`config.mk`:
```
export PLATFORM = sky130hd
export DESIGN_NAME = rsw_top
export DESIGN_NICKNAME = d
export VERILOG_FILES = /design/src/rtl/rsw_pkg.sv /design/src/rtl/rsw_top.sv /design/src/rtl/rsw_sync.sv /design/src/rtl/rsw_wdt.sv
export SDC_FILE = /design/constraint.sdc
export NUM_CORES = 1
export LEC_CHECK = 0
export BUFFER_PORTS_ARGS = -buffer_cell sky130_fd_sc_hd__clkbuf_2
export CAP_MARGIN = 20
export CORE_UTILIZATION = 59
export CTS_CLUSTER_SIZE = 24
export DETAILED_ROUTE_END_ITERATION = 6
export PLACE_DENSITY = 0.83
export SETUP_SLACK_MARGIN = 0.15
export SLEW_MARGIN = 30
export SYNTH_ARGS = -nofsm -noshare
export SYNTH_HDL_FRONTEND = slang
export SYNTH_SLANG_ARGS = --single-unit
```
`constraint.sdc`:
```
create_clock -name core_clk -period 4.4 [get_ports core_clk]
set_input_delay 0.22 -clock core_clk [delete_from_list [all_inputs] [get_ports core_clk]]
set_output_delay 0.22 -clock core_clk [all_outputs]
set_load 0.01 [all_outputs]
```
`src/rtl/rsw_pkg.sv`:
```
// rsw_pkg: register offsets, field positions, reset values and timing constants
// of the reset supervisor and watchdog block.
// assumes a 200 MHz core clock and an 8-bit special-function register port.
package rsw_pkg;

    // ****************************************
    // clock and timing
    // ****************************************
    localparam int  CORE_CLK_MHZ        = 200;
    localparam int  WARMUP_MS           = 40;
    localparam int  WARMUP_CYCLES       = WARMUP_MS * 1000 * CORE_CLK_MHZ;
    localparam int  SLOW_RC_HZ          = 75000;
    localparam int  SLOW_DIV_CYCLES     = (CORE_CLK_MHZ * 1000000) / SLOW_RC_HZ;
    localparam int  PIN_LOW_SLOW_TICKS  = 2;
    localparam int  WDT_MS_00           = 220;
    localparam int  WDT_MS_01           = 110;
    localparam int  WDT_MS_10           = 55;
    localparam int  WDT_MS_11           = 27;
    localparam int  CFG_LOAD_BYTES      = 8;

    // ****************************************
    // register offsets
    // ****************************************
    localparam logic [7:0] ADDR_OPTION  = 8'h94;
    localparam logic [7:0] ADDR_INTFLAG = 8'h95;
    localparam logic [7:0] ADDR_SOFTWARE_COMMAND   = 8'h97;
    localparam logic [7:0] ADDR_DETCTL  = 8'hbf;
    localparam logic [7:0] ADDR_VRCTL   = 8'he3;
    localparam logic [7:0] ADDR_AUXILIARY_CTRL_TWO    = 8'hf7;
    localparam logic [7:0] ADDR_AUXILIARY_CTRL_ONE    = 8'hf8;

    localparam logic [7:0] SW_RESET_KEY = 8'h56;

    // ****************************************
    // field positions
    // ****************************************
    localparam int  WDT_PSC_LO          = 4;
    localparam int  WDT_EN_LO           = 6;
    localparam int  POWER_SAVING_OPTION_BIT          = 5;
    localparam int  WDT_CLR_BIT         = 7;
    localparam int  DET_FLAG_BIT        = 7;
    localparam int  DET_POL_BIT         = 7;
    localparam int  DET_OUT_BIT         = 6;
    localparam int  DET_DIS_BIT         = 4;
    localparam int  VR_DIS_BIT          = 4;
    localparam int  POR_DIS_BIT         = 5;
    localparam int  POR_SLP_BIT         = 6;
    localparam int  CFG_SLP_EN_BIT      = 5;
    localparam int  CFG_PIN_EN_BIT      = 7;

    // ****************************************
    // reset values
    // ****************************************
    localparam logic [7:0] RST_OPTION   = 8'h00;
    localparam logic [7:0] RST_INTFLAG  = 8'h00;
    localparam logic [7:0] RST_VRCTL    = 8'h40;
    localparam logic [7:0] RST_AUXILIARY_CTRL_TWO     = 8'h00;
    localparam logic [7:0] RST_AUXILIARY_CTRL_ONE     = 8'h28;
    localparam logic [7:0] RST_DETCTL   = 8'h00;
    localparam logic [7:0] RST_CFGW     = 8'h00;

    typedef enum logic [2:0] {
        RSW_MODE_FAST,
        RSW_MODE_SLOW,
        RSW_MODE_IDLE,
        RSW_MODE_HALT,
        RSW_MODE_STOP
    } rsw_mode_e;

    // analogue controls leaving the block
    typedef struct packed {
        logic       vreset_on;
        logic [3:0] reset_threshold_sel;
        logic       powerup_reset_on;
        logic       detector_on;
        logic [3:0] detect_threshold_sel;
    } rsw_analog_s;

    // special-function register access
    typedef struct packed {
        logic       wr;
        logic       rd;
        logic [7:0] addr;
        logic [7:0] wdata;
    } rsw_sfr_req_s;

endpackage : rsw_pkg

```
`src/rtl/rsw_top.sv`:
```
// rsw_top: reset supervisor with watchdog, voltage reset and voltage detector.
// assumes the core drives an 8-bit register port and supplies the operating mode;
// comparator results and the power-on level arrive from analogue cells off-clock.
`timescale 1ns/1ps
module rsw_top #(
    parameter int WARMUP_CYCLES = rsw_pkg::WARMUP_CYCLES,
    parameter int ADDR_W        = 14,
    parameter logic [ADDR_W-1:0] CFG_BASE = ADDR_W'(14'h3ff8)
) (
    input  wire logic               core_clk,     // 200 MHz core clock
    input  wire logic               reset,        // power-on, async, high
    input  wire rsw_pkg::rsw_sfr_req_s sfr_req,   // register access from core
    output logic [7:0]              sfr_rdata,    // register read data
    output logic                    sfr_hit,      // address belongs to this block
    input  wire rsw_pkg::rsw_mode_e op_mode,      // current operating mode
    input  wire logic               ext_rst_n,    // external reset pin, low active
    input  wire logic               detect_cmp,   // detector comparator out, async
    input  wire logic               vreset_cmp,   // supply below reset level, async
    output logic [ADDR_W-1:0]       rom_addr,     // program memory address
    output logic                    rom_rd,       // program memory read strobe
    input  wire logic [7:0]         rom_data,     // program memory data, next cycle
    output rsw_pkg::rsw_analog_s    analog_ctl,   // analogue enables and levels
    output logic                    sys_rst,      // chip reset, high
    output logic [7:0]              config_word_high // loaded configuration byte
);

    // ****************************************
    // state and declarations
    // ****************************************
    typedef enum logic [1:0] {
        RSW_ST_WARM,
        RSW_ST_LOAD,
        RSW_ST_RUN
    } rsw_state_e;

    localparam int WARM_W = $clog2(WARMUP_CYCLES + 1);
    localparam int DIV_W  = $clog2(rsw_pkg::SLOW_DIV_CYCLES + 1);

    rsw_state_e         state_r;
    logic [WARM_W-1:0]  warm_cnt_r;
    logic [3:0]         load_idx_r;
    logic               rd_pend_r;
    logic [DIV_W-1:0]   div_cnt_r;
    logic               slow_tick;
    logic               pin_n_s;
    logic               det_s;
    logic               vr_s;
    logic [1:0]         pin_low_cnt_r;
    logic               pin_rst_r;
    logic               sw_rst_r;
    logic               wdt_ovf;
    logic               wdt_rst_r;
    logic               vr_rst_r;
    logic               src_any;
    logic [1:0]         rel_r;
    logic [7:0]         option_r;
    logic [7:0]         auxiliary_ctrl_two_r;
    logic               wdt_clr_r;
    logic [6:0]         auxiliary_ctrl_one_rest_r;
    logic [7:0]         vrctl_r;
    logic [7:0]         detctl_r;
    logic               det_flag_r;
    logic [6:0]         intflag_rest_r;
    logic               awake;
    logic               asleep_deep;
    logic               vreset_on;
    logic               wdt_run;
    logic               flag_cond;

    function automatic logic is_wr(input rsw_pkg::rsw_sfr_req_s r, input logic [7:0] a);
        is_wr = r.wr && (r.addr == a);
    endfunction : is_wr

    // ****************************************
    // pin and comparator synchronisers
    // ****************************************
    rsw_sync #(.RESET_VAL(1'b1)) u_pin_sync (
        .core_clk (core_clk),
        .reset    (reset),
        .async_in (ext_rst_n),
        .sync_out (pin_n_s)
    );

    rsw_sync #(.RESET_VAL(1'b0)) u_det_sync (
        .core_clk (core_clk),
        .reset    (reset),
        .async_in (detect_cmp),
        .sync_out (det_s)
    );

    rsw_sync #(.RESET_VAL(1'b0)) u_vr_sync (
        .core_clk (core_clk),
        .reset    (reset),
        .async_in (vreset_cmp),
        .sync_out (vr_s)
    );

    // ****************************************
    // slow oscillator time base
    // ****************************************
    // the slow oscillator is modelled as an enable from the core clock
    always_ff @(posedge core_clk or posedge reset) begin
        if (reset) begin
            div_cnt_r <= '0;
        end else if (div_cnt_r == DIV_W'(rsw_pkg::SLOW_DIV_CYCLES - 1)) begin
            div_cnt_r <= '0;
        end else begin
            div_cnt_r <= div_cnt_r + DIV_W'(1);
        end
    end
    assign slow_tick = (div_cnt_r == DIV_W'(rsw_pkg::SLOW_DIV_CYCLES - 1));

    // ****************************************
    // power-up warm-up and configuration load
    // ****************************************
    always_ff @(posedge core_clk or posedge reset) begin
        if (reset) begin
            state_r          <= RSW_ST_WARM;
            warm_cnt_r       <= '0;
            load_idx_r       <= '0;
            rd_pend_r        <= 1'b0;
            config_word_high <= rsw_pkg::RST_CFGW;
        end else begin
            case (state_r)
                RSW_ST_WARM: begin
                    if (warm_cnt_r == WARM_W'(WARMUP_CYCLES - 1)) begin
                        state_r <= RSW_ST_LOAD;
                    end else begin
                        warm_cnt_r <= warm_cnt_r + WARM_W'(1);
                    end
                end
                RSW_ST_LOAD: begin
                    // reads all eight bytes; the high configuration byte is the last
                    rd_pend_r <= (load_idx_r < 4'(rsw_pkg::CFG_LOAD_BYTES));
                    if (load_idx_r < 4'(rsw_pkg::CFG_LOAD_BYTES)) begin
                        load_idx_r <= load_idx_r + 4'h1;
                    end
                    if (rd_pend_r && load_idx_r == 4'(rsw_pkg::CFG_LOAD_BYTES)) begin
                        config_word_high <= rom_data;
                    end
                    if (!rd_pend_r && load_idx_r == 4'(rsw_pkg::CFG_LOAD_BYTES)) begin
                        state_r <= RSW_ST_RUN;
                    end
                end
                RSW_ST_RUN: begin
                    state_r <= RSW_ST_RUN;
                end
                default: begin
                    state_r <= RSW_ST_WARM;
                end
            endcase
        end
    end
    assign rom_rd   = (state_r == RSW_ST_LOAD) && (load_idx_r < 4'(rsw_pkg::CFG_LOAD_BYTES));
    assign rom_addr = CFG_BASE + ADDR_W'(load_idx_r);

    // ****************************************
    // reset sources
    // ****************************************
    // pin must be seen low on two slow ticks in a row; shorter glitches are ignored
    always_ff @(posedge core_clk or posedge reset) begin
        if (reset) begin
            pin_low_cnt_r <= '0;
            pin_rst_r     <= 1'b0;
        end else if (pin_n_s) begin
            pin_low_cnt_r <= '0;
            pin_rst_r     <= 1'b0;
        end else if (slow_tick) begin
            if (pin_low_cnt_r >= 2'(rsw_pkg::PIN_LOW_SLOW_TICKS - 1)) begin
                pin_rst_r <= config_word_high[rsw_pkg::CFG_PIN_EN_BIT];
            end else begin
                pin_low_cnt_r <= pin_low_cnt_r + 2'h1;
            end
        end
    end

    always_ff @(posedge core_clk or posedge reset) begin
        if (reset) begin
            sw_rst_r <= 1'b0;
        end else begin
            sw_rst_r <= is_wr(sfr_req, rsw_pkg::ADDR_SOFTWARE_COMMAND)
                        && (sfr_req.wdata == rsw_pkg::SW_RESET_KEY);
        end
    end

    assign awake       = (op_mode == rsw_pkg::RSW_MODE_FAST) || (op_mode == rsw_pkg::RSW_MODE_SLOW);
    assign asleep_deep = (op_mode == rsw_pkg::RSW_MODE_HALT) || (op_mode == rsw_pkg::RSW_MODE_STOP);

    always_comb begin
        case (auxiliary_ctrl_two_r[rsw_pkg::WDT_EN_LO +: 2])
            2'b10:   wdt_run = awake;
            2'b11:   wdt_run = 1'b1;
            default: wdt_run = 1'b0;
        endcase
    end

    rsw_wdt #(.CNT_W(16)) u_wdt (
        .core_clk  (core_clk),
        .reset     (reset),
        .sys_rst   (sys_rst),
        .slow_tick (slow_tick),
        .run       (wdt_run),
        .clear     (wdt_clr_r),
        .prescale  (option_r[rsw_pkg::WDT_PSC_LO +: 2]),
        .overflow  (wdt_ovf)
    );

    always_ff @(posedge core_clk or posedge reset) begin
        if (reset) begin
            wdt_rst_r <= 1'b0;
        end else begin
            wdt_rst_r <= wdt_ovf;
        end
    end

    // voltage reset is gated by its disable bit and by power saving in sleep modes
    assign vreset_on = !vrctl_r[rsw_pkg::VR_DIS_BIT]
                       && !(auxiliary_ctrl_two_r[rsw_pkg::POWER_SAVING_OPTION_BIT] && !awake);

    always_ff @(posedge core_clk or posedge reset) begin
        if (reset) begin
            vr_rst_r <= 1'b0;
        end else begin
            vr_rst_r <= vreset_on && vr_s;
        end
    end

    // ****************************************
    // merged system reset
    // ****************************************
    // asserted one clock after a source rises, released two clocks after the last source drops
    assign src_any = (state_r != RSW_ST_RUN) || pin_rst_r || sw_rst_r
                     || wdt_rst_r || vr_rst_r;

    always_ff @(posedge core_clk or posedge reset) begin
        if (reset) begin
            rel_r <= 2'b11;
        end else if (src_any) begin
            rel_r <= 2'b11;
        end else begin
            rel_r <= {rel_r[0], 1'b0};
        end
    end
    assign sys_rst = rel_r[1];

    // ****************************************
    // special-function registers
    // ****************************************
    always_ff @(posedge core_clk or posedge reset) begin
        if (reset) begin
            option_r <= rsw_pkg::RST_OPTION;
            auxiliary_ctrl_two_r   <= rsw_pkg::RST_AUXILIARY_CTRL_TWO;
            vrctl_r  <= rsw_pkg::RST_VRCTL;
        end else if (sys_rst) begin
            option_r <= rsw_pkg::RST_OPTION;
            auxiliary_ctrl_two_r   <= rsw_pkg::RST_AUXILIARY_CTRL_TWO;
            vrctl_r  <= rsw_pkg::RST_VRCTL;
        end else begin
            if (is_wr(sfr_req, rsw_pkg::ADDR_OPTION)) begin
                option_r <= sfr_req.wdata & 8'h7c;
            end
            if (is_wr(sfr_req, rsw_pkg::ADDR_AUXILIARY_CTRL_TWO)) begin
                auxiliary_ctrl_two_r <= sfr_req.wdata;
            end
            if (is_wr(sfr_req, rsw_pkg::ADDR_VRCTL)) begin
                vrctl_r <= sfr_req.wdata & 8'h7f;
            end
        end
    end

    always_ff @(posedge core_clk or posedge reset) begin
        if (reset) begin
            wdt_clr_r   <= 1'b0;
            auxiliary_ctrl_one_rest_r <= rsw_pkg::RST_AUXILIARY_CTRL_ONE[6:0];
        end else if (sys_rst) begin
            wdt_clr_r   <= 1'b0;
            auxiliary_ctrl_one_rest_r <= rsw_pkg::RST_AUXILIARY_CTRL_ONE[6:0];
        end else if (is_wr(sfr_req, rsw_pkg::ADDR_AUXILIARY_CTRL_ONE)) begin
            wdt_clr_r   <= sfr_req.wdata[rsw_pkg::WDT_CLR_BIT];
            auxiliary_ctrl_one_rest_r <= sfr_req.wdata[6:0];
        end else begin
            wdt_clr_r   <= 1'b0;
        end
    end

    // detect threshold default comes from the loaded configuration byte
    always_ff @(posedge core_clk or posedge reset) begin
        if (reset) begin
            detctl_r <= rsw_pkg::RST_DETCTL;
        end else if (sys_rst) begin
            detctl_r <= {4'h0, config_word_high[4:1]};
        end else if (is_wr(sfr_req, rsw_pkg::ADDR_DETCTL)) begin
            detctl_r <= sfr_req.wdata & 8'h9f;
        end
    end

    assign flag_cond = analog_ctl.detector_on
                       && (det_s != detctl_r[rsw_pkg::DET_POL_BIT]);

    // set wins over a clearing write in the same cycle
    always_ff @(posedge core_clk or posedge reset) begin
        if (reset) begin
            det_flag_r     <= 1'b0;
            intflag_rest_r <= rsw_pkg::RST_INTFLAG[6:0];
        end else if (sys_rst) begin
            det_flag_r     <= 1'b0;
            intflag_rest_r <= rsw_pkg::RST_INTFLAG[6:0];
        end else begin
            if (flag_cond) begin
                det_flag_r <= 1'b1;
            end else if (is_wr(sfr_req, rsw_pkg::ADDR_INTFLAG)
                         && !sfr_req.wdata[rsw_pkg::DET_FLAG_BIT]) begin
                det_flag_r <= 1'b0;
            end
            if (is_wr(sfr_req, rsw_pkg::ADDR_INTFLAG)) begin
                intflag_rest_r <= intflag_rest_r & sfr_req.wdata[6:0];
            end
        end
    end

    // ****************************************
    // analogue controls
    // ****************************************
    always_comb begin
        analog_ctl.vreset_on            = vreset_on;
        analog_ctl.reset_threshold_sel  = vrctl_r[3:0];
        if (asleep_deep && !config_word_high[rsw_pkg::CFG_SLP_EN_BIT]) begin
            analog_ctl.powerup_reset_on = !vrctl_r[rsw_pkg::POR_SLP_BIT];
        end else begin
            analog_ctl.powerup_reset_on = !vrctl_r[rsw_pkg::POR_DIS_BIT];
        end
        analog_ctl.detector_on          = awake && !detctl_r[rsw_pkg::DET_DIS_BIT];
        analog_ctl.detect_threshold_sel = detctl_r[3:0];
    end

    // ****************************************
    // read-back
    // ****************************************
    always_comb begin
        sfr_hit = 1'b1;
        case (sfr_req.addr)
            rsw_pkg::ADDR_OPTION:  sfr_rdata = option_r;
            rsw_pkg::ADDR_INTFLAG: sfr_rdata = {det_flag_r, intflag_rest_r};
            rsw_pkg::ADDR_DETCTL:  sfr_rdata = {detctl_r[7], det_s, detctl_r[5:0]};
            rsw_pkg::ADDR_VRCTL:   sfr_rdata = vrctl_r;
            rsw_pkg::ADDR_AUXILIARY_CTRL_TWO:    sfr_rdata = auxiliary_ctrl_two_r;
            rsw_pkg::ADDR_AUXILIARY_CTRL_ONE:    sfr_rdata = {wdt_clr_r, auxiliary_ctrl_one_rest_r};
            default: begin
                sfr_rdata = 8'h00;
                sfr_hit   = (sfr_req.addr == rsw_pkg::ADDR_SOFTWARE_COMMAND);
            end
        endcase
    end

endmodule : rsw_top

```
`src/rtl/rsw_sync.sv`:
```
// rsw_sync: two-stage synchroniser for single-bit levels from outside the clock.
// assumes the input is a slow level; pulses shorter than one clock may be lost.
`timescale 1ns/1ps
module rsw_sync #(
    parameter logic RESET_VAL = 1'b0
) (
    input  wire logic core_clk,  // core clock
    input  wire logic reset,     // async reset, high
    input  wire logic async_in,  // level from outside
    output logic      sync_out   // synchronised level
);
    logic meta_r;

    always_ff @(posedge core_clk or posedge reset) begin
        if (reset) begin
            meta_r   <= RESET_VAL;
            sync_out <= RESET_VAL;
        end else begin
            meta_r   <= async_in;
            sync_out <= meta_r;
        end
    end
endmodule : rsw_sync

```
`src/rtl/rsw_wdt.sv`:
```
// rsw_wdt: watchdog counter ticking on slow-oscillator enables.
// assumes slow_tick is a one-cycle pulse at the slow oscillator rate.
`timescale 1ns/1ps
module rsw_wdt #(
    parameter int CNT_W = 16
) (
    input  wire logic       core_clk,    // core clock
    input  wire logic       reset,       // async reset, high
    input  wire logic       sys_rst,     // system reset, clears count
    input  wire logic       slow_tick,   // slow oscillator enable
    input  wire logic       run,         // counting allowed
    input  wire logic       clear,       // software clear pulse
    input  wire logic [1:0] prescale,    // period select
    output logic            overflow     // one-cycle overflow pulse
);
    localparam int SLOW_KHZ = rsw_pkg::SLOW_RC_HZ / 1000;

    logic [CNT_W-1:0] count_r;
    logic [CNT_W-1:0] limit;

    always_comb begin
        case (prescale)
            2'b00:   limit = CNT_W'(rsw_pkg::WDT_MS_00 * SLOW_KHZ);
            2'b01:   limit = CNT_W'(rsw_pkg::WDT_MS_01 * SLOW_KHZ);
            2'b10:   limit = CNT_W'(rsw_pkg::WDT_MS_10 * SLOW_KHZ);
            default: limit = CNT_W'(rsw_pkg::WDT_MS_11 * SLOW_KHZ);
        endcase
    end

    // counts on slow ticks only, so the system clock choice never changes the period
    always_ff @(posedge core_clk or posedge reset) begin
        if (reset) begin
            count_r  <= '0;
            overflow <= 1'b0;
        end else if (sys_rst || clear) begin
            count_r  <= '0;
            overflow <= 1'b0;
        end else if (run && slow_tick) begin
            if (count_r >= limit - CNT_W'(1)) begin
                count_r  <= '0;
                overflow <= 1'b1;
            end else begin
                count_r  <= count_r + CNT_W'(1);
                overflow <= 1'b0;
            end
        end else begin
            overflow <= 1'b0;
        end
    end
endmodule : rsw_wdt

```
==> impl_metrics.toml, run 1 <==
[run_status]
outcome = "complete, but fails checks"
violations = "DRC"

[logic_synthesis]
synth.most_common_cell = "dfrtp_1"
synth-seq-cells = 123
synth_edf_count = 0
synth_async_sr_flop_share_pct = 100
yosysTopAreaCell = "dfrtp_1"
synth-main-ff-cell = "dfrtp_1"
yosys_warnings = 0
ys_seq_area_share_pct = 47.3
syn-cell-area_sq_um = 6520
ys_types = 56
synthTopCellsByArea = "dfrtp_1, ha_1, nand2_1"
synth_common_cells = "dfrtp_1, nand2_1, nor2_1"
synthCells = 655
synth_top_area_share_pct = 44.5
syn_avg_cell_area_sq_um = 9.96

[clock_network]
cts_tree = "done"
cts_max_level = 4
cts_buffers = 17
root_buffer = "clkbuf_8"
clock_path_buffers = 2
worst_skew_pair.late_latency_ns = 0.53
ctsResizeCount = 0
clock_sinks = 123
cts_setup_buffers = 0
clk_pin_slew_ns = 0.06
cts_hold_buf = 13

[timing]
skew_ns = 0.0115
finalMaxSlewViolations = 0
setup_viol = 0
fin_crit_sh_pct = 65.3
relSlewSlack_pct = 38.5
hold_viol_final = 0
min_period_ns = 2.87
rsz0062_at_grt = "false"
max_freq_mhz = 348
worst_pin_slew_ns = 0.915
setup-tns-final_ns = 0

[global_routing]
grt_first_pass_wirelength_um = 24900
antenna_found_initial = 0
grt_use_total_pct = 28.1
grt_pass1_vias = 5212
grt_start_max_net_pins = 94
grt-ovfl-total = 0

[cells_and_area]
drive_gt1_share_pct = 19.2
area_growth_pct = 16.2
antenna_cells = 0
nFillCells = 734
design_area_sq_um = 7580
nets = 793

[pwr]
power.density_nw_per_um2 = 340
swShare_pct = 21.9
p_seq_share_pct = 44.1
comb_power_share_pct = 3.1
clock_power_share_pct = 52.8
p_sw_uw = 565
intPower_uw = 2010
ir_drop_mv = 0.274
p_leak_uw = 0.00347

[placed_design]
dp_hpwl_um = 10100
placed_area_sq_um = 6870
portBuffers = 76
gp_congestion = 0.840

[critical_path]
worstSetupPathType = "reg2reg"
crit_path_max_fanout = 12
endpoint_kind = "flip-flop"
arrival_ns = 3.30
worstPathRequired_ns = 4.82
crit_path_start_kind = "flip-flop"

[floorplan]
die_h_um = 107
die_w_um = 107
initial_core_util_pct = 60.4
rows = 38
top_level_ports = 78
core_sq_um = 10800
die_area_sq_um = 11500

[routing]
dr_total_vias = 5282
drt-wirelength-per-cell_um = 17.5
drt_iter0_drc = 400
finalWirelength_um = 15400
vias_per_cell = 6.01
dr.pass1.iters = 7
detail-route-antenna-nets = 0
drc = 5

[min_path]
hold_class = "in2reg"

[run]
maxCapViolations = 0
[power groups by stage]
stage | Clock [uW] | Combinational (uW) | Sequential, uW
2_1_floorplan | 0 | 33.8 | 1160
3_3_place_gp | 0 | 68.1 | 1160
3_5_place_dp | 0 | 70.8 | 1160
4_1_cts | 1370 | 80.6 | 1140
5_1_grt | 1430 | 88.9 | 1140
6_report | 1360 | 79.9 | 1140
[worst max-delay path, stage by stage (launching register included)]
cell and delay [ns]:
dfrtp_1 0.47, ha_1 0.25, inv_1 0.10, ha_1 0.31
a21oi_1 0.15, o21ai_0 0.11, a211oi_1 0.74, a21oi_2 0.35
a211oi_1 0.28
[cell usage in the layout, fill, tap and decap left out, types with 5 or more instances in the layout]
| master | Yosys | final |
|---|---|---|
| nor4_1 | 6 | 6 |
| ha_1 | 33 | 33 |
| and3_1 | 13 | 13 |
| clkbuf_16 | 0 | 16 |
| nor2_1 | 45 | 45 |
| nand2_1 | 65 | 65 |
| dlygate4sd3_1 | 0 | 13 |
| o21a_1 | 8 | 8 |
| nor2b_1 | 13 | 13 |
| a22oi_1 | 8 | 8 |
| dfstp_2 | 7 | 7 |
| nand4_1 | 12 | 12 |
| mux2i_1 | 17 | 17 |
| mux2_2 | 12 | 12 |
| a21oi_1 | 37 | 36 |
| a211oi_1 | 12 | 12 |
| nand3_1 | 40 | 40 |
| or4_1 | 10 | 10 |
| dfrtp_1 | 116 | 116 |
| xnor2_1 | 18 | 18 |
| xor2_1 | 18 | 18 |
| o31ai_1 | 9 | 9 |
| clkbuf_2 | 0 | 76 |
| nor3_1 | 9 | 9 |
| or3_1 | 6 | 6 |
| inv_1 | 30 | 29 |
| o21ai_0 | 17 | 16 |
| buf_4 | 22 | 5 |
| a222oi_1 | 6 | 6 |
[flip-flops by register name, indices dropped and copies added (netlist names), 2 cells and up]
signal,cells
detctl_r,6
rel_r,2
state_r,2
load_idx_r,4
pin_low_cnt_r,2
div_cnt_r,12
auxiliary_ctrl_one_rest_r,7
warm_cnt_r,23
option_r,5
config_word_high,8
auxiliary_ctrl_two_r,8
intflag_rest_r,7
u_wdt.count_r,16
vrctl_r,7
[routing by layer]
metal	up-vias	global-route usage (%)	routed length (um)	part of all wire, %
li1	2449	-	-	-
met1	2605	34.6	6210	40
met4	0	12.9	433	2.8
met5	-	0	0	0
met2	191	47.8	7960	52
met3	37	5.35	813	5.3
[cell families after synthesis]
logic type                 Yosys count  share of synthesized area (%)
buffers and inverters               73                           5.66
xor gates and xnor gates            36                           4.83
adders and majority gates           33                           6.33
and+or+nand+nor                    248                           19.9
other                                1                         0.0575
AOI/OAI and AO/OA                  112                           11.2
muxes                               29                           4.68
DFF                                123                           47.3
[area by class of cell]
type / count / area [sq um] / area share [%]
clock inverters: 10 / 115 / 1.52
multi-input cells: 460 / 3080 / 40.6
flip-flops and latches: 123 / 3090 / 40.7
well taps: 140 / 175 / 2.31
inverters: 30 / 118 / 1.55
repair buffers: 94 / 548 / 7.23
clock buffers: 22 / 463 / 6.11
[path summary, 6_finish.rpt]
kind                                   start                            to  cells after the start  slack, ns
max                              option_r[5]             u_wdt.count_r[14]                      8       1.53
min                               sfr_req[0]  auxiliary_ctrl_one_rest_r[0]                      3       0.03
max reg2reg                      option_r[5]             u_wdt.count_r[14]                      8       1.53
min reg2reg                u_pin_sync.meta_r           u_pin_sync.sync_out                      0       0.35
max in group asynchronous              reset                   detctl_r[3]                      4       3.07
min in group asynchronous              reset              u_vr_sync.meta_r                      3       0.42
[through the flow]
stage | worst slack (ns) | total power [uW] | std cells | hold slack [ns] | util, %
final | 1.53 | 2580 | 879 | 0.0284 | 70.2
after global routing | 1.31 | 2660 | 879 | 0.0258 | 70.2
after CTS | 1.37 | 2590 | 879 | 0.00778 | 70.2
after detailed placement | 1.43 | 1230 | 834 | 0.313 | 63.6
after global placement | 1.52 | 1230 | 834 | 0.309 | 63.6
after floorplan | 0.921 | 1190 | 656 | 0.224 | -
Note: power is estimated with default switching activity, not from simulation.
==> run 2: changes to the inputs <==
- clock period: 4.4 -> 2.7 ns (I/O delays scaled with it)
==> run 2 against run 1 <==
  * The run now ends clean
  * Die area unchanged
  * Worst hold slack better by 0.15 ns
  * Count of clock-buffer cells in the layout down 5
  * Utilization up 2.1 points
  * Combinational power up 79%
  * Sequential power up 62%
  * Largest power group unchanged
  * Highest routed layer unchanged
  * Critical endpoint is now u_wdt.count_r[7]
  * Clock skew down 0.0017 ns
  * Largest cell class unchanged
==> impl_metrics.toml, run 2 (same netlist as run 1, synthesis figures left out) <==
[critical_path]
rrSetupSlack_ns = 0.26
cp_num_cells = 10
crit_path_max_fanout = 7
endpoint_kind = "flip-flop"
cp_num_buf_inv = 3
worstPathRequired_ns = 3.09
crit-reg2reg-launch = "option_r[5]"
slowest_delay_ns = 0.45
path_cells = "inv_1 -> ha_1 -> inv_1 -> ha_1 -> nand4_1 -> a211o_1 -> o32a_1 -> a21oi_2 -> buf_2 -> a211oi_1"
reg2reg_to = "u_wdt.count_r[7]"
arrival_ns = 2.83
slowest_stage = "dfrtp_2"
crit_family = "compound AO/OA/AOI/OAI gates"
worstSetupPathType = "reg2reg"
reg2reg_depth = 10
crit_path_start_kind = "flip-flop"

[placed_design]
gp_congestion = 0.837
dp_hpwl_um = 10400
portBuffers = 76
placed_area_sq_um = 6950

[clock_network]
clock_sinks = 123
clk_pin_slew_ns = 0.06
cts_max_level = 4
cts_tree = "done"
clock_path_buffers = 2
cts_buffers = 17
worst_skew_pair.late_latency_ns = 0.53
root_buffer = "clkbuf_8"

[min_path]
hold_depth = 5
min_from = "sfr_req[10]"
hold_class = "in2reg"
hold_path_end = "auxiliary_ctrl_one_rest_r[3]"

[timing]
fin_crit_sh_pct = 90.2
setup-tns-final_ns = 0
skew_ns = 0.00983
min_period_ns = 2.44
rsz0062_at_grt = "false"
setup_viol = 0
hold_viol_final = 0
max_freq_mhz = 411
relSlewSlack_pct = 47.6
finalMaxSlewViolations = 0
worst_pin_slew_ns = 0.787

[global_routing]
grt_first_pass_wirelength_um = 25400
grt_use_total_pct = 28.9
grt_pass1_vias = 5347
grt_start_max_net_pins = 64
antenna_found_initial = 0
grt-ovfl-total = 0

[routing]
drt_iter0_drc = 491
vias_per_cell = 6.04
dr_total_vias = 5425
finalWirelength_um = 15800
drt-wirelength-per-cell_um = 17.6
drc = 0
dr.pass1.iters = 6
detail-route-antenna-nets = 0

[floorplan]
core_sq_um = 10800
die_area_sq_um = 11500
die_h_um = 107
initial_core_util_pct = 60.4
top_level_ports = 78
rows = 38
die_w_um = 107

[run_status]
outcome = "finished clean"

[cells_and_area]
final_common_cell = "dfrtp_1"
antenna_cells = 0
largest_reg_flops = 23
reg_top3 = "warm_cnt_r (23), u_wdt.count_r (16), div_cnt_r (12)"
final_cell_mix = "dfrtp_1, clkbuf_2, nand2_1"
area_growth_pct = 19.6
nets = 812
regMostFlops = "warm_cnt_r"
drive_gt1_share_pct = 21.2
design_area_sq_um = 7800

[pwr]
ir_drop_mv = 0.606
p_leak_uw = 0.00357
power.density_nw_per_um2 = 557

[run]
maxCapViolations = 0
run 2: changes by cell type in the layout (fill, tap and decap cells not counted), sizes merged:
cell / before / now
buf: 5 / 16
bufinv: 2 / 4
clkbuf: 98 / 93
clkinv: 4 / 7
clkinvlp: 3 / 4
dlygate4sd3: 13 / 21
inv: 31 / 30
run 2: routing by layer:
layer	global-route usage (%)	wire length (um)	up-vias	share of wire [%]
li1	-	-	2496	-
met1	35.3	6250	2652	40
met2	46.7	7970	221	50
met3	7.72	962	56	6.1
met4	15.9	622	0	3.9
met5	0	0	-	0
run 2: power breakdown:
group / total, uW / switching (uW) / internal, uW / leakage [uW]
clock: 2350 / 851 / 1500 / 0.000294
sequential: 1850 / 2.80 / 1850 / 0.00165
combinational: 143 / 90.1 / 53.3 / 0.00163
total: 4340 / 944 / 3400 / 0.00357
run 2: cell type report:
type	instances	area, sq um
Sequential cell	123	3090
Multi-Input combinational cell	460	3090
Fill cell	708	2990
Timing Repair Buffer	113	721
Clock buffer	17	414
Clock inverter	15	198
Tap cell	140	175
Inverter	30	116
run 2: how the worst max path moves through the flow:
stage / from / to
final: option_r[5] / u_wdt.count_r[7]
after global routing: option_r[5] / u_wdt.overflow
after CTS: option_r[4] / u_wdt.count_r[12]
after detailed placement: option_r[4] / u_wdt.count_r[11]
after global placement: option_r[4] / u_wdt.overflow
after floorplan: option_r[4] / u_wdt.count_r[5]
run 2: through the flow:
| step | total power [uW] | std cells | setup WS, ns | hold slack (ns) | util (%) |
|---|---|---|---|---|---|
| 2_1_floorplan | 1940 | 656 | 0.278 | 0.139 | - |
| 3_3_place_gp | 2000 | 843 | 0.336 | 0.226 | 64.4 |
| 3_5_place_dp | 2010 | 843 | 0.168 | 0.224 | 64.4 |
| 4_1_cts | 4360 | 896 | 0.170 | 0.152 | 72.0 |
| 5_1_grt | 4470 | 898 | 0.159 | 0.181 | 72.3 |
| 6_report | 4340 | 898 | 0.265 | 0.178 | 72.3 |
run 2: worst register-to-register path, delay by kind of cell (launching register included):
kind	cells	cell delay, ns
AO/OA/AOI/OAI	4	0.87
adder cells (fa/ha/maj)	2	0.46
flip-flops	1	0.45
buffers and inverters	3	0.37
AND/OR/NAND/NOR	1	0.15
run 2: repair_timing:
item,4_1_cts,5_1_grt
setup buffers,0,1
hold buffers,21,0
pin swaps,0,3
gates cloned,0,1
endpoints found under the hold margin,66,0
endpoints found under the setup margin,1,15
gates resized for setup,1,8
